<file path="src/rtl/mmn_cfg.svh">
// Purpose: Constants for the move, multiply and negate execution block.
// Assumes: Included by the package and every module file of the block.
// Notes: Byte offsets on the register bus, opcode patterns, field positions, reset values.
`ifndef MMN_CFG_SVH
`define MMN_CFG_SVH
`define MMN_OFF_INSTR   12'h000
`define MMN_OFF_ACC     12'h004
`define MMN_OFF_FLAGS   12'h008
`define MMN_OFF_PROD    12'h00c
`define MMN_OFF_STATUS  12'h010
`define MMN_OFF_RETIRE  12'h014
`define MMN_OPC_MOVE    8'h01
`define MMN_OPC_MULL    8'hbc
`define MMN_OPC_MULR    8'h34
`define MMN_OPC_NEG     7'h16
`define MMN_SEL_BIT     8
`define MMN_ST_BUSY     0
`define MMN_ST_UNSUP    1
`define MMN_ST_NOMUL    2
`define MMN_RST_INSTR   16'h0000
`define MMN_RST_ACC     8'h00
`define MMN_RST_FLAGS   4'h0
`define MMN_RST_PROD    16'h0000
`define MMN_RST_RETIRE  16'h0000
`endif

</file>
<file path="src/rtl/mmn_none.sv">
`default_nettype none
`default_nettype wire

</file>
<file path="src/rtl/mmn_pkg.sv">
// Purpose: Types and shared decoding for the execution block.
// Assumes: The constants header is available on the include path.
// Notes: Phases and operations are one-hot enumerations.
`include "mmn_cfg.svh"
`default_nettype none
package mmn_pkg;
   typedef enum logic [4:0] {
      MMN_PH_IDLE = 5'b00001,
      MMN_PH_Q1   = 5'b00010,
      MMN_PH_Q2   = 5'b00100,
      MMN_PH_Q3   = 5'b01000,
      MMN_PH_Q4   = 5'b10000
   } mmn_phase_t;
   typedef enum logic [4:0] {
      MMN_OP_NONE = 5'b00001,
      MMN_OP_MOVE = 5'b00010,
      MMN_OP_MULL = 5'b00100,
      MMN_OP_MULR = 5'b01000,
      MMN_OP_NEG  = 5'b10000
   } mmn_op_t;
   typedef struct packed {
      logic ov;
      logic z;
      logic dc;
      logic c;
   } mmn_flags_t;
   typedef struct packed {
      logic [15:0] prod;
      logic [7:0]  res;
      mmn_flags_t  flags;
      logic        wr_acc;
      logic        wr_reg;
      logic        wr_prod;
      logic        wr_flags;
   } mmn_alu_out_t;
   typedef struct packed {
      logic       re;
      logic       we;
      logic [7:0] addr;
      logic [7:0] wdata;
   } mmn_rf_req_t;
   typedef struct packed {
      mmn_phase_t ph;
   } mmn_phg_state_t;
   typedef struct packed {
      logic [15:0] ir;
      mmn_op_t     op;
      logic [7:0]  acc;
      logic [7:0]  opnd;
      mmn_flags_t  flags;
      logic [15:0] prod;
      mmn_rf_req_t rf;
      logic        pready;
      logic        pslverr;
      logic [31:0] prdata;
      logic        unsup;
      logic [15:0] retire;
   } mmn_state_t;
   function automatic mmn_op_t mmn_decode(input logic [15:0] ir, input logic has_mul);
      mmn_op_t op;
      op = MMN_OP_NONE;
      if (ir[15:8] == `MMN_OPC_MOVE)
         op = MMN_OP_MOVE;
      else if (has_mul && ir[15:8] == `MMN_OPC_MULL)
         op = MMN_OP_MULL;
      else if (has_mul && ir[15:8] == `MMN_OPC_MULR)
         op = MMN_OP_MULR;
      else if (ir[15:9] == `MMN_OPC_NEG)
         op = MMN_OP_NEG;
      return op;
   endfunction
   function automatic logic [31:0] mmn_merge(input logic [31:0] old, input logic [31:0] wd,
                                             input logic [3:0] strb);
      logic [31:0] m;
      m = old;
      for (int i = 0; i < 4; i++)
         if (strb[i])
            m[8*i +: 8] = wd[8*i +: 8];
      return m;
   endfunction
endpackage
`default_nettype wire

</file>
<file path="src/rtl/mmn_phase_gen.sv">
// Purpose: Sequencer of the four phases of one instruction cycle.
// Assumes: A launch pulse only arrives while idle.
// Notes: Advances one phase per clock.
`include "mmn_cfg.svh"
`default_nettype none
module mmn_phase_gen
   import mmn_pkg::*;
(
   // Clock and reset.
   input  wire logic   clk_sys,
   input  wire logic   arst_n,
   // Control.
   input  wire logic   launch,
   output var mmn_phase_t phase
);
   mmn_phg_state_t st_r;
   mmn_phg_state_t st_nxt;

   always_comb
   begin
      st_nxt = st_r;
      unique case (st_r.ph)
         MMN_PH_IDLE: if (launch) st_nxt.ph = MMN_PH_Q1;
         MMN_PH_Q1:   st_nxt.ph = MMN_PH_Q2;
         MMN_PH_Q2:   st_nxt.ph = MMN_PH_Q3;
         MMN_PH_Q3:   st_nxt.ph = MMN_PH_Q4;
         MMN_PH_Q4:   st_nxt.ph = MMN_PH_IDLE;
         default:     st_nxt.ph = MMN_PH_IDLE;
      endcase
   end

   always_ff @(posedge clk_sys or negedge arst_n)
   begin
      if (!arst_n)
         st_r <= '{ph: MMN_PH_IDLE};
      else
         st_r <= st_nxt;
   end

   assign phase = st_r.ph;
endmodule
`default_nettype wire

</file>
<file path="src/rtl/mmn_alu.sv">
// Purpose: Combinational execute stage for move, multiply and negate.
// Assumes: Operation code arrives already decoded and stable during execute.
// Notes: Without the multiplier the product path is a constant.
`include "mmn_cfg.svh"
`default_nettype none
module mmn_alu
   import mmn_pkg::*;
#(
   parameter bit HAS_MUL = 1'b1
)
(
   // Operands.
   input  wire mmn_op_t    op,
   input  wire logic       sel,
   input  wire logic [7:0] acc,
   input  wire logic [7:0] opnd,
   input  wire mmn_flags_t flags_in,
   // Result.
   output mmn_alu_out_t    res
);
   logic [15:0] prod;
   logic [8:0]  neg_sum;
   logic [4:0]  neg_nib;

   generate
      if (HAS_MUL)
      begin : g_mul
         assign prod = {8'h00, acc} * {8'h00, opnd};
      end
      else
      begin : g_nomul
         assign prod = `MMN_RST_PROD;
      end
   endgenerate

   assign neg_sum = {1'b0, ~acc} + 9'h001;
   assign neg_nib = {1'b0, ~acc[3:0]} + 5'h01;

   always_comb
   begin
      res = '0;
      res.flags = flags_in;
      unique case (op)
         MMN_OP_MOVE:
         begin
            res.res = acc;
            res.wr_reg = 1'b1;
         end
         MMN_OP_MULL, MMN_OP_MULR:
         begin
            // Flags pass through untouched; no zero test is made on the product.
            res.prod = prod;
            res.wr_prod = 1'b1;
         end
         MMN_OP_NEG:
         begin
            res.res = neg_sum[7:0];
            res.flags.c = neg_sum[8];
            res.flags.dc = neg_nib[4];
            res.flags.z = (neg_sum[7:0] == 8'h00);
            res.flags.ov = acc[7] & neg_sum[7];
            res.wr_flags = 1'b1;
            res.wr_reg = 1'b1;
            res.wr_acc = ~sel;
         end
         MMN_OP_NONE:
         begin
            res.wr_reg = 1'b0;
         end
         default:
         begin
            res.wr_reg = 1'b0;
         end
      endcase
   end
endmodule
`default_nettype wire

</file>
<file path="src/rtl/mmn_exec.sv">
// Purpose: Execution datapath for accumulator move, 8x8 multiply and accumulator negate.
// Assumes: APB master per protocol; register file read data valid while its read strobe is high.
// Notes: One instruction at a time, issued by writing the instruction register.
//        The bus answers with no wait state; busy is judged at the setup cycle.
//        Refused writes change nothing, so software must poll busy before issuing.
//
// Notes on behaviour
// - Move opcode 0x01ff copies accumulator to register f, accumulator and flags kept.
// - Literal multiply 0xbckk multiplies accumulator by the low opcode byte, unsigned.
// - Both multiplies write the full 16-bit product in the same instruction.
// - Upper product byte goes to the high register, lower to the low register.
// - Multiplies change no flag; no carry, overflow or zero is produced.
// - Register multiply 0x34ff multiplies accumulator by register file byte f.
// - Multiplies leave accumulator and source register unchanged.
// - A zero product is never detected or flagged.
// - Negate forms inverse plus one and updates overflow, carry, digit carry, zero.
// - Negate select bit 0 writes accumulator and register, 1 writes register only.
// - The reduced variant lacks both multiplies, the multiplier and product registers.
`include "mmn_cfg.svh"
`default_nettype none
module mmn_exec
   import mmn_pkg::*;
#(
   parameter bit HAS_MUL = 1'b1
)
(
   // Clock and reset.
   input  wire logic        clk_sys,
   input  wire logic        arst_n,
   // APB slave.
   input  wire logic [11:0] paddr,
   input  wire logic        psel,
   input  wire logic        penable,
   input  wire logic        pwrite,
   input  wire logic [31:0] pwdata,
   input  wire logic [3:0]  pstrb,
   output logic [31:0]      prdata,
   output logic             pready,
   output logic             pslverr,
   // Register file port.
   input  wire logic [7:0]  rf_rdata,
   output logic [7:0]       rf_addr,
   output logic             rf_re,
   output logic             rf_we,
   output logic [7:0]       rf_wdata,
   // Core state.
   output logic [7:0]       working_accumulator,
   output logic [7:0]       product_high_byte,
   output logic [7:0]       product_low_byte,
   output logic             overflow_flag,
   output logic             zero_flag,
   output logic             digit_carry_flag,
   output logic             carry_flag,
   output mmn_phase_t       instr_phase
);
   mmn_state_t   st_r;
   mmn_state_t   st_nxt;
   mmn_phase_t   phase;
   mmn_alu_out_t alu;
   logic         launch;
   logic         busy;
   logic         setup;
   logic         wr_go;
   logic         rd_err;
   logic         wr_err;
   logic [31:0]  rd_mux;
   logic [31:0]  merged;
   mmn_op_t      dec_op;

   mmn_phase_gen u_phase (
      .clk_sys (clk_sys),
      .arst_n  (arst_n),
      .launch  (launch),
      .phase   (phase)
   );

   mmn_alu #(
      .HAS_MUL (HAS_MUL)
   ) u_alu (
      .op       (st_r.op),
      .sel      (st_r.ir[`MMN_SEL_BIT]),
      .acc      (st_r.acc),
      .opnd     (st_r.opnd),
      .flags_in (st_r.flags),
      .res      (alu)
   );

   // Busy spans the four phases; bus writes to instruction, accumulator and flags are refused meanwhile.
   assign busy = (phase != MMN_PH_IDLE);
   assign setup = psel & ~penable;
   assign merged = mmn_merge(rd_mux, pwdata, pstrb);
   // One decoder feeds the operation, the unsupported flag and the read strobe.
   assign dec_op = mmn_decode(st_r.ir, HAS_MUL);

   // Read data and error for the address held during the setup cycle.
   always_comb
   begin
      rd_mux = 32'h0000_0000;
      rd_err = 1'b0;
      wr_err = 1'b0;
      unique case (paddr)
         `MMN_OFF_INSTR:
         begin
            rd_mux = {16'h0000, st_r.ir};
            wr_err = busy;
         end
         `MMN_OFF_ACC:
         begin
            rd_mux = {24'h00_0000, st_r.acc};
            wr_err = busy;
         end
         `MMN_OFF_FLAGS:
         begin
            rd_mux = {28'h000_0000, st_r.flags};
            wr_err = busy;
         end
         `MMN_OFF_PROD:
         begin
            // The reduced variant has no product registers, so the word is unmapped.
            rd_mux = {16'h0000, st_r.prod};
            rd_err = ~HAS_MUL;
            wr_err = 1'b1;
         end
         `MMN_OFF_STATUS:
         begin
            rd_mux[`MMN_ST_BUSY] = busy;
            rd_mux[`MMN_ST_UNSUP] = st_r.unsup;
            rd_mux[`MMN_ST_NOMUL] = ~HAS_MUL;
            wr_err = 1'b1;
         end
         `MMN_OFF_RETIRE:
         begin
            rd_mux = {16'h0000, st_r.retire};
         end
         default:
         begin
            rd_err = 1'b1;
            wr_err = 1'b1;
         end
      endcase
      if (rd_err)
      begin
         rd_mux = 32'h0000_0000;
         wr_err = 1'b1;
      end
   end

   // A write lands only at the access edge, and only if its setup cycle accepted it.
   assign wr_go = psel & penable & st_r.pready & pwrite & ~st_r.pslverr;
   assign launch = wr_go && (paddr == `MMN_OFF_INSTR);

   always_comb
   begin
      st_nxt = st_r;
      // Zero wait states: the answer is prepared in setup and shown in the access cycle.
      st_nxt.pready = setup;
      if (setup)
      begin
         // Writes return zero so the data lines never show a stale read.
         st_nxt.prdata = pwrite ? 32'h0000_0000 : rd_mux;
         st_nxt.pslverr = pwrite ? wr_err : rd_err;
      end
      else
      begin
         st_nxt.pslverr = 1'b0;
      end

      // Software writes; instruction, accumulator and flags writes are refused while an instruction runs, so they never have two writers.
      if (wr_go)
      begin
         unique case (paddr)
            `MMN_OFF_INSTR:
            begin
               st_nxt.ir = merged[15:0];
            end
            `MMN_OFF_ACC:
            begin
               st_nxt.acc = merged[7:0];
            end
            `MMN_OFF_FLAGS:
            begin
               st_nxt.flags = merged[3:0];
            end
            `MMN_OFF_RETIRE:
            begin
               st_nxt.retire = `MMN_RST_RETIRE;
            end
            default:
            begin
               st_nxt.retire = st_nxt.retire;
            end
         endcase
      end

      unique case (phase)
         MMN_PH_IDLE:
         begin
            st_nxt.rf.we = 1'b0;
         end
         MMN_PH_Q1:
         begin
            // Decode and present the file address for the operand read.
            st_nxt.op = dec_op;
            st_nxt.unsup = (dec_op == MMN_OP_NONE);
            st_nxt.rf.addr = st_r.ir[7:0];
            st_nxt.rf.re = (dec_op == MMN_OP_MULR);
         end
         MMN_PH_Q2:
         begin
            st_nxt.rf.re = 1'b0;
            // Operand read: the file byte for register multiply, else the literal.
            if (st_r.op == MMN_OP_MULR)
            begin
               st_nxt.opnd = rf_rdata;
            end
            else
            begin
               st_nxt.opnd = st_r.ir[7:0];
            end
         end
         MMN_PH_Q3:
         begin
            // Accumulator, product and flags land at the end of execute; the file write strobe is raised for Q4.
            if (alu.wr_acc)
            begin
               st_nxt.acc = alu.res;
            end
            if (alu.wr_prod)
            begin
               st_nxt.prod = alu.prod;
            end
            if (alu.wr_flags)
            begin
               st_nxt.flags = alu.flags;
            end
            st_nxt.rf.we = alu.wr_reg;
            if (alu.wr_reg)
            begin
               st_nxt.rf.wdata = alu.res;
            end
         end
         MMN_PH_Q4:
         begin
            // Retire count increments after a same-cycle clear, so no instruction is lost.
            st_nxt.rf.we = 1'b0;
            st_nxt.retire = st_nxt.retire + 16'h0001;
         end
         default:
         begin
            st_nxt.rf.we = 1'b0;
         end
      endcase

      // Without the multiplier the product register has no writer and folds away.
      if (!HAS_MUL)
      begin
         st_nxt.prod = `MMN_RST_PROD;
      end
   end

   always_ff @(posedge clk_sys or negedge arst_n)
   begin
      if (!arst_n)
      begin
         // Constants only here; the sequencer resets alongside to idle.
         st_r.ir <= `MMN_RST_INSTR;
         st_r.op <= MMN_OP_NONE;
         st_r.acc <= `MMN_RST_ACC;
         st_r.opnd <= 8'h00;
         st_r.flags <= `MMN_RST_FLAGS;
         st_r.prod <= `MMN_RST_PROD;
         st_r.rf <= '0;
         st_r.pready <= 1'b0;
         st_r.pslverr <= 1'b0;
         st_r.prdata <= 32'h0000_0000;
         st_r.unsup <= 1'b0;
         st_r.retire <= `MMN_RST_RETIRE;
      end
      else
      begin
         st_r <= st_nxt;
      end
   end

   // Every output below is a flip-flop of the state record or of the sequencer.
   assign prdata = st_r.prdata;
   assign pready = st_r.pready;
   assign pslverr = st_r.pslverr;
   assign rf_addr = st_r.rf.addr;
   assign rf_re = st_r.rf.re;
   assign rf_we = st_r.rf.we;
   assign rf_wdata = st_r.rf.wdata;
   assign working_accumulator = st_r.acc;
   assign product_high_byte = st_r.prod[15:8];
   assign product_low_byte = st_r.prod[7:0];
   assign overflow_flag = st_r.flags.ov;
   assign zero_flag = st_r.flags.z;
   assign digit_carry_flag = st_r.flags.dc;
   assign carry_flag = st_r.flags.c;
   assign instr_phase = phase;
endmodule
`default_nettype wire

</file>
<file path="config.mk">
export PLATFORM = sky130hd
export DESIGN_NAME = mmn_exec
export DESIGN_NICKNAME = d
export VERILOG_FILES = /design/src/rtl/mmn_none.sv /design/src/rtl/mmn_pkg.sv /design/src/rtl/mmn_phase_gen.sv /design/src/rtl/mmn_alu.sv /design/src/rtl/mmn_exec.sv
export VERILOG_INCLUDE_DIRS = /design/src /design/src/rtl
export SDC_FILE = /design/constraint.sdc
export NUM_CORES = 1
export LEC_CHECK = 0
export BUFFER_PORTS_ARGS = -buffer_cell sky130_fd_sc_hd__buf_2
export CORE_UTILIZATION = 35
export DETAILED_ROUTE_END_ITERATION = 8
export PLACE_DENSITY = 0.63
export SYNTH_ARGS = -nofsm -noshare
export SYNTH_HDL_FRONTEND = slang
export SYNTH_SLANG_ARGS = --single-unit
</file>
<file path="constraint.sdc">
create_clock -name clk_sys -period 6.1 [get_ports clk_sys]
set_clock_uncertainty 0.2 [all_clocks]
set_input_delay 0 -clock clk_sys [delete_from_list [all_inputs] [get_ports clk_sys]]
set_output_delay 0 -clock clk_sys [all_outputs]
set_load 0.01 [all_outputs]
</file>
* Word-level counts from Yosys, hierarchy flattened *
Cells that the tools add are included.

word-level totals
  register bits = 131
  input bits = 61
  output and inout bits = 85
  word-level logic and storage cells = 107

operators by class
  add/sub/neg operators = 3
  multipliers = 1
  eq/ne operators = 23
  mux-type cells = 38
  bitwise gates (word level) = 11
  reduce and logical (&&, ||, !) cells = 12

operators by type and width
  operator                                              count
  two-way mux 16 bit                                    5
  one-hot mux 13 bit (5 select lines)                   1
  two-way mux 32 bit                                    2
  two-way mux 8 bit                                     7
  two-way mux 5 bit                                     6
  equality test 12 x 4 -> 1 bit, second input constant  2
  equality test 12 x 5 -> 1 bit, second input constant  2
  two-way mux 20 bit                                    1
  one-hot mux 5 bit (4 select lines)                    1
  one-hot mux 3 bit (6 select lines)                    1
  adder 16 x 1 -> 16 bit, second input constant         1
  multiplier 8 x 8 -> 16 bit                            1
  one-hot mux 8 bit (2 select lines)                    1
  equality test 5 x 4 -> 1 bit, second input constant   3
  equality test 12 x 3 -> 1 bit, second input constant  1
  zero test 12 bit                                      1
  two-way mux 4 bit                                     3
  equality test 5 x 1 -> 1 bit, second input constant   2
  equality test 5 x 2 -> 1 bit, second input constant   2
  equality test 5 x 3 -> 1 bit, second input constant   2
  equality test 5 bit, second input constant            2
  adder 8 x 1 -> 9 bit, second input constant           1
  equality test 8 x 1 -> 1 bit, second input constant   1
  equality test 8 x 6 -> 1 bit, second input constant   1
  19 further kinds                                      38

* Depth between registers and ports, before layout *
Gate-level depths: netlist of run 1.

  depth in word-level cells = 8
  depth in mapped cells = 16
  gate-level depth less buffers = 15

* Modules after synthesis *
Synthesis of run 1 repeated with hierarchy kept, for this count alone.

second synthesis, totals
  cells, all modules = 890
  area, all modules = 8579.5 sq um

modules (own cells, without submodules)
  module         instances  cells an instance  area an instance (sq um)
  mmn_exec       1          550                5849.4
  mmn_alu        1          324                2524.9
  mmn_phase_gen  1          16                 205.2

* Worst setup path before layout of run 1 *
Ideal clock, no wire load.

  path type = reg-to-reg
  from = reg, netlist name working_accumulator[3]
  to = reg st_r (netlist bit product_high_byte[6])
  setup time = 0.126 ns
  arrival time = 4.354 ns
  data required time = 5.774 ns
  setup slack = 1.420 ns
  stages on the path, launching flop included = 17
  cell sequence = dfrtp_1 clkbuf_1 buf_1 nand2_1 fa_1 fa_1 inv_1 fa_1 inv_1 fa_1 inv_1 ha_1 o21ai_0 nand2b_1 a31o_2 a31o_2 a221o_1

between the ends
  cells in the longest elaborated chain, start to end = 2

RTL lines
  element                     RTL line         RTL
  multiplier 8 x 8 -> 16 bit  mmn_alu.sv:28    assign prod = {8'h00, acc} * {8'h00, opnd};
  two-way mux 16 bit          mmn_alu.sv:43    unique case (op)
  end signal, assigned        mmn_exec.sv:281  st_r <= st_nxt;
  end, declared               mmn_exec.sv:56   mmn_state_t st_r;

Every way passes these cells.
A chain may end at the register's enable or synchronous reset.

* Worst setup path after layout of run 1 *
  from = reg, netlist name working_accumulator[5]
  to = reg st_r (netlist bit product_high_byte[5])

between the ends
  cells in the longest elaborated chain, start to end = 2

RTL lines
  element                     RTL line
  multiplier 8 x 8 -> 16 bit  mmn_alu.sv:28
  two-way mux 16 bit          mmn_alu.sv:43

Every way passes these cells.

==> qor.yml, run 1 <==
layout:
  fin_nets: 1188
  finish.instance_area_um2: 10200
  fillers: 2365
  syn2layout_area_growth_pct: 18.3
  layout-drive-gt1-share: 0.172
  layout_common_cells: "126 x nand2_1, 113 x dfrtp_1, 110 x buf_2, 65 x inv_1, 55 x and2_1"
  mostFrequentLayoutCell: "nand2_1"
  fin_cells: 1389
  utilization: 0.421
  diodes: 0
timing:
  setup_viol_count_final: 0
  fin_tns_setup_ns: 0
  period_share: 0.802
  clock.fmax_mhz: 205
  fin_ws_ns: 1.21
  relSlewSlack: 0.251
  finalHoldViolations: 0
  slew_violations: 0
  worst_slew_pin_slew_ns: 1.11
  rsz0062_at_grt: "false"
  fin_crit_ns: 4.89
synthesis:
  synth_simple_gate_area_frac: 0.211
  ys_types: 69
  synth_top_family_by_area: "simple AND/OR/NAND/NOR gates"
  ys_seq_area_frac: 0.332
  async_flop_share: 1.00
  synth_top_flop_cell: "dfrtp_1"
  synth_cells: 955
  synth-edff-count: 0
  synth_seq_cells: 115
  avgSynthCellArea_um2: 9.07
  synth_fa_ha_area_frac: 0.140
  synth_xor_xnor_area_share: 0.0253
  synth-compound-area-share: 0.149
  synth.area.mux_share: 0.0313
  yosys_warnings: 0
  syn_area_um2: 8660
placement:
  portBuffers: 111
  dp.cells: 1302
  place_ws_ns: 1.29
  routabilityCongestion: 0.917
  dpl.hpwl_mm: 19.0
  placed_area_um2: 9040
worst_setup_path:
  crit_fanout: 18
  cp-start-kind: "flop"
  r2r_slack_ns: 1.21
  cp-end-kind: "flop"
  critical_path_class: "reg -> reg"
  cp.required_ns: 6.24
  arrival_ns: 5.03
grt:
  gr-total-overflow: 0
  groute.usage.overall: 0.213
  grt_pass1_vias: 7526
  grt_pass1_wl_mm: 42.0
  antenna_found_initial: 0
  grt_max_degree: 70
outcome:
  outcome: "completed"
power_and_ir_drop:
  power_density_nw_per_um2: 192
  comb_power_share: 0.057
  p_sw_mw: 0.456
  leakagePower_nw: 5.05
  power.share.switching: 0.231
  power.internal_mw: 1.52
  ir_drop_uv: 161
  seq_power_share: 0.388
  p_clk_frac: 0.556
floorplan:
  placementRows: 57
  die_x_um: 159
  die_h_um: 159
  start_util: 0.356
  core_area_um2: 24300
  io-pin-count: 146
  die_area_um2: 25400
drt:
  drtAntennaViolNets: 0
  vias: 7471
  totalWireLength_mm: 26.0
  drt_iter0_markers: 657
  routed_via_density: 5.38
  dr.pass1.iters: 5
  drc_errors: 0
  avgRoutedWirePerCell_um: 18.7
clock_network:
  clk_latency_ns: 0.43
  clockRootBuffer: "clkbuf_16"
  cts_made_buffers: 17
  htree_levels: 4
  clkSlewWorstSetupHoldPaths_ns: 0.06
  cts_buffer_depth: 2
  cts_tree: "built"
  numClockSinks: 115
flow_run:
  drv_cap: 0
hold_path:
  hold_class: "in -> reg"
[area by class of cell]
class                      count  area (um^2)  area share
clock buffer                  20          457      0.0446
clock inverter                12          179      0.0175
inverter                      65          244      0.0238
multi-input combinational    677         4880       0.476
sequential                   115         2880       0.281
tap                          324          405      0.0396
timing repair buffer         176         1200       0.117
[timing repair]
item,in CTS,in global routing
hold endpoints to repair,89,0
hold buffers,55,0
gates resized for setup,0,0
setup buffers,0,0
setup endpoints to repair,0,0
[per-stage QoR]
stage / hold WS, ns / power (mW)
after CTS: 0.00873 / 1.97
after global placement: -0.138 / 0.863
after floorplan: -0.496 / 0.825
final: 0.0230 / 1.97
after detailed placement: -0.141 / 0.864
after global routing: 0.0457 / 2.01
[synth_stat cells, types with 3 or more instances]
cell / instances / area (um^2)
mux2_2: 9 / 101
o32ai_1: 5 / 43.8
nor2b_1: 11 / 68.8
a21o_1: 8 / 60.1
a31oi_1: 15 / 93.8
o31ai_2: 6 / 75.1
buf_1: 4 / 15.0
or2_2: 3 / 18.8
or4_1: 4 / 30.0
nor2_1: 39 / 146
nand3_1: 19 / 95.1
nor4_1: 6 / 37.5
fa_1: 36 / 721
o221ai_1: 4 / 35.0
dfrtp_1: 113 / 2830
o21bai_1: 3 / 22.5
inv_1: 65 / 244
buf_4: 72 / 541
buf_2: 5 / 25.0
nor3_1: 25 / 125
a32o_1: 9 / 90.1
o22ai_1: 4 / 25.0
mux2i_1: 17 / 170
nand2_1: 126 / 473
o31ai_1: 12 / 90.1
a211oi_1: 5 / 37.5
o211ai_1: 6 / 45.0
nand4_1: 7 / 43.8
a21oi_1: 14 / 70.1
and2_1: 55 / 344
o21ai_0: 52 / 260
clkbuf_1: 30 / 113
a22oi_1: 8 / 60.1
ha_1: 39 / 488
xnor2_1: 10 / 87.6
and4_1: 5 / 43.8
nand2b_1: 13 / 81.3
a22o_1: 10 / 87.6
xor2_1: 15 / 131
nand3b_1: 5 / 37.5
nor4b_1: 5 / 43.8
and3_1: 15 / 93.8
or3_1: 4 / 25.0
[final timing paths]
path                                             start                   end  cells after the start
max in group asynchronous                       arst_n   product_low_byte[4]                      4
min in group asynchronous                       arst_n      u_phase.phase[0]                      3
worst max register to register  working_accumulator[5]  product_high_byte[5]                     14
worst min register to register              rf_addr[0]            rf_addr[0]                      2
worst min-delay path                          paddr[6]               pslverr                      4
worst max-delay path            working_accumulator[5]  product_high_byte[5]                     14
[flip-flops by register name (all words and copies together) (netlist names)]
register             count
zero_flag                1
overflow_flag            1
product_low_byte         8
pslverr                  1
working_accumulator      8
digit_carry_flag         1
rf_re                    1
u_phase.phase            5
rf_we                    1
product_high_byte        8
carry_flag               1
st_r                    46
pready                   1
prdata                  16
rf_wdata                 8
rf_addr                  8
[metal layers]
| metal | share of wire | global-route usage | routed length (um) | up-vias |
|---|---|---|---|---|
| met4 | 0.024 | 0.0708 | 619 | 0 |
| met5 | 0 | 0 | 0 | - |
| met1 | 0.44 | 0.288 | 11500 | 3712 |
| met2 | 0.47 | 0.346 | 12300 | 279 |
| li1 | - | - | - | 3429 |
| met3 | 0.062 | 0.0365 | 1600 | 51 |
[power by group through the flow]
stage | logic, mW | clock network, mW | registers, mW
finish | 0.112 | 1.10 | 0.765
global route | 0.121 | 1.13 | 0.764
CTS | 0.111 | 1.10 | 0.765
detailed placement | 0.0856 | 0 | 0.778
global placement | 0.0854 | 0 | 0.778
floorplan | 0.0464 | 0 | 0.778
[kinds of logic after synthesis]
kind of cell / after synthesis
other: 1
buffers and inverters: 178
AOI/OAI and AO/OA: 182
and+or+nand+nor: 353
adders and majority gates: 75
xor gates and xnor gates: 25
DFF: 115
muxes: 26
[worst max-delay path: stages, from the launching register on]
cell,delay [ns]
dfrtp_1,0.80
nand2_1,0.14
fa_1,0.47
fa_1,0.49
inv_1,0.06
fa_1,0.54
inv_1,0.06
fa_1,0.53
inv_1,0.04
ha_1,0.33
o21ai_0,0.12
o21ai_0,0.36
nand3_1,0.17
and4_1,0.23
o31ai_1,0.23
No activity file was read; power rests on OpenSTA's default activity.
==> run 2, diff against run 1 <==
Settings changed: PLACE_DENSITY 0.63 to 0.65.
Clock period 6.1 ns to 4.3 ns, I/O delays scaled along.
==> run 2 against run 1 <==
Against the previous run:
- first-iteration DRC count is 7.0% lower
- global-route usage increased by 0.26 points
- sequential power up 41%
- wire length rose by 3.7%
- register-to-register slack worse by 1.2 ns
- die area unchanged
- core utilization rose by 2.0 points
- final area up 4.7%
==> qor.yml, run 2 (synthesized netlist as in run 1, its figures left out) <==
grt:
  groute.usage.overall: 0.216
  grt_pass1_vias: 7525
  gr-total-overflow: 0
  grt_max_degree: 48
  antenna_found_initial: 0
  grt_pass1_wl_mm: 42.3
timing:
  finalHoldViolations: 0
  worst_slew_pin_slew_ns: 1.12
  rsz0062_at_grt: "true"
  fin_ws_ns: 0.00885
  setup_viol_count_final: 0
  relSlewSlack: 0.254
  fin_crit_ns: 4.29
  period_share: 0.998
  clock.fmax_mhz: 233
  slew_violations: 0
clock_network:
  cts_tree: "built"
  clkSlewWorstSetupHoldPaths_ns: 0.07
  clockRootBuffer: "clkbuf_16"
  clk_latency_ns: 0.43
  htree_levels: 4
  numClockSinks: 115
  cts_buffer_depth: 2
  cts_made_buffers: 17
drt:
  dr.pass1.iters: 6
  wl_met1_mm: 11.9
  drc_errors: 0
  dr_wl_met3_mm: 1.89
  vias: 7664
  drtAntennaViolNets: 0
  drt_iter0_markers: 611
  routed_via_density: 5.36
  totalWireLength_mm: 27.0
  avgRoutedWirePerCell_um: 18.9
  met2WireLength_mm: 12.4
  maxUsedRoutingLayer: "met4"
worst_setup_path:
  crit_family: "adder cells"
  cp-end-kind: "flop"
  r2r_start: "working_accumulator[2]"
  critPathCapture: "product_high_byte[6]"
  slowest_stage: "fa_1"
  critPathLaunch: "working_accumulator[2]"
  r2r_slack_ns: 0.009
  path_cells: "and2_1 > fa_1 > fa_1 > fa_1 > inv_1 > fa_1 > inv_2 > ha_4 > nor3_4 > o21ai_2 > a31o_2 > a31o_2 > a221o_1"
  critical_path_class: "reg -> reg"
  reg2reg_to: "product_high_byte[6]"
  cp-start-kind: "flop"
  arrival_ns: 4.39
  path_common_cell: "fa_1"
  worst_r2r_path_depth: 13
  cp_num_buf_inv: 2
  cp_slowest_stage_delay_ns: 0.53
  crit_fanout: 8
  path_depth: 13
  cp.required_ns: 4.40
power_and_ir_drop:
  power_density_nw_per_um2: 242
  ir_drop_uv: 155
  leakagePower_nw: 5.20
  power_mw: 2.60
floorplan:
  die_h_um: 159
  io-pin-count: 146
  placementRows: 57
  core_area_um2: 24300
  start_util: 0.356
  die_x_um: 159
  die_area_um2: 25400
layout:
  top_register: "st_r"
  largest_register_ffs: 46
  diodes: 0
  fin_nets: 1230
  reg.largest.list: "st_r (46), prdata (16)"
  layout_common_cells: "123 x nand2_1, 110 x buf_2, 102 x dfrtp_1, 58 x dlygate4sd3_1, 57 x inv_1"
  mostFrequentLayoutCell: "nand2_1"
  layout-drive-gt1-share: 0.250
  syn2layout_area_growth_pct: 23.9
hold_path:
  hold_class: "in -> reg"
placement:
  portBuffers: 111
  place_ws_ns: -0.0666
  dpl.hpwl_mm: 19.7
  routabilityCongestion: 0.916
flow_run:
  drv_cap: 0
outcome:
  outcome: "completed"
-- run 2: changes by cell type in the layout (fill, tap and decap cells not counted), moves of 5 or more --
cell | before | now
inv_2 | 0 | 8
inv_1 | 65 | 57
dfrtp_1 | 113 | 102
and2_1 | 55 | 50
ha_4 | 0 | 6
and2_4 | 0 | 5
o21ai_0 | 52 | 47
dfrtp_2 | 0 | 11
buf_4 | 11 | 45
ha_1 | 39 | 33
-- run 2: metal layers --
metal  vias to the layer above  track usage
met5                         -            0
met1                      3757        0.295
met4                         0       0.0721
met3                        58       0.0393
met2                       334        0.344
li1                       3515            -
-- run 2: worst reg2reg max path, delay by kind of cell, from the launching register on --
kind	cells	cell delay [ns]
buffers and inverters	2	0.10
adder cells (fa/ha/maj)	5	2.18
AND/OR/NAND/NOR	2	0.36
flip-flops	1	0.46
AO/OA/AOI/OAI	4	0.87
-- run 2: per-stage QoR --
step | cell area [um^2] | util | TNS (ns) | hold slack, ns | std cells
2_1_floorplan | 8870 | - | -0.0140 | -0.496 | 970
3_3_place_gp | 9300 | 0.383 | -0.0979 | -0.260 | 1329
3_5_place_dp | 9300 | 0.383 | -0.248 | -0.258 | 1329
4_1_cts | 10500 | 0.431 | 0 | 0.00370 | 1423
5_1_grt | 10700 | 0.441 | -0.177 | 0.0672 | 1431
6_report | 10700 | 0.441 | 0 | 0.0223 | 1431
-- run 2: repair_timing --
| action | in CTS | in global routing |
|---|---|---|
| hold endpoints to repair | 149 | 0 |
| setup endpoints to repair | 5 | 7 |
| resized for setup | 10 | 52 |
| pin swaps | 5 | 34 |
| setup buffers | 3 | 8 |
| cloned | 0 | 0 |
| hold buffers | 59 | 0 |
-- run 2: final cells by class --
| type | count | area (um^2) |
|---|---|---|
| timing repair buffer | 218 | 1530 |
| inverter | 65 | 244 |
| clock buffer | 19 | 433 |
| multi-input combinational | 677 | 5110 |
| clock inverter | 13 | 111 |
| sequential | 115 | 2890 |
| fill | 2360 | 13600 |
| tap | 324 | 405 |
-- run 2: report_power, final --
group / internal, mW / leakage [nW] / total, mW / switching [mW]
clock: 0.792 / 0.259 / 1.35 / 0.560
combinational: 0.0700 / 3.45 / 0.164 / 0.0942
sequential: 1.08 / 1.49 / 1.08 / 0.000753
-- run 2: how the worst min path moves through the flow --
stage	startpoint	end	slack [ns]	depth (start not counted)
2_1_floorplan	arst_n	carry_flag	-0.50	0
3_3_place_gp	arst_n	rf_wdata[5]	-0.26	1
3_5_place_dp	arst_n	rf_wdata[5]	-0.26	1
4_1_cts	paddr[7]	pslverr	0.004	4
5_1_grt	paddr[7]	working_accumulator[4]	0.07	6
6_report	paddr[5]	pslverr	0.02	4
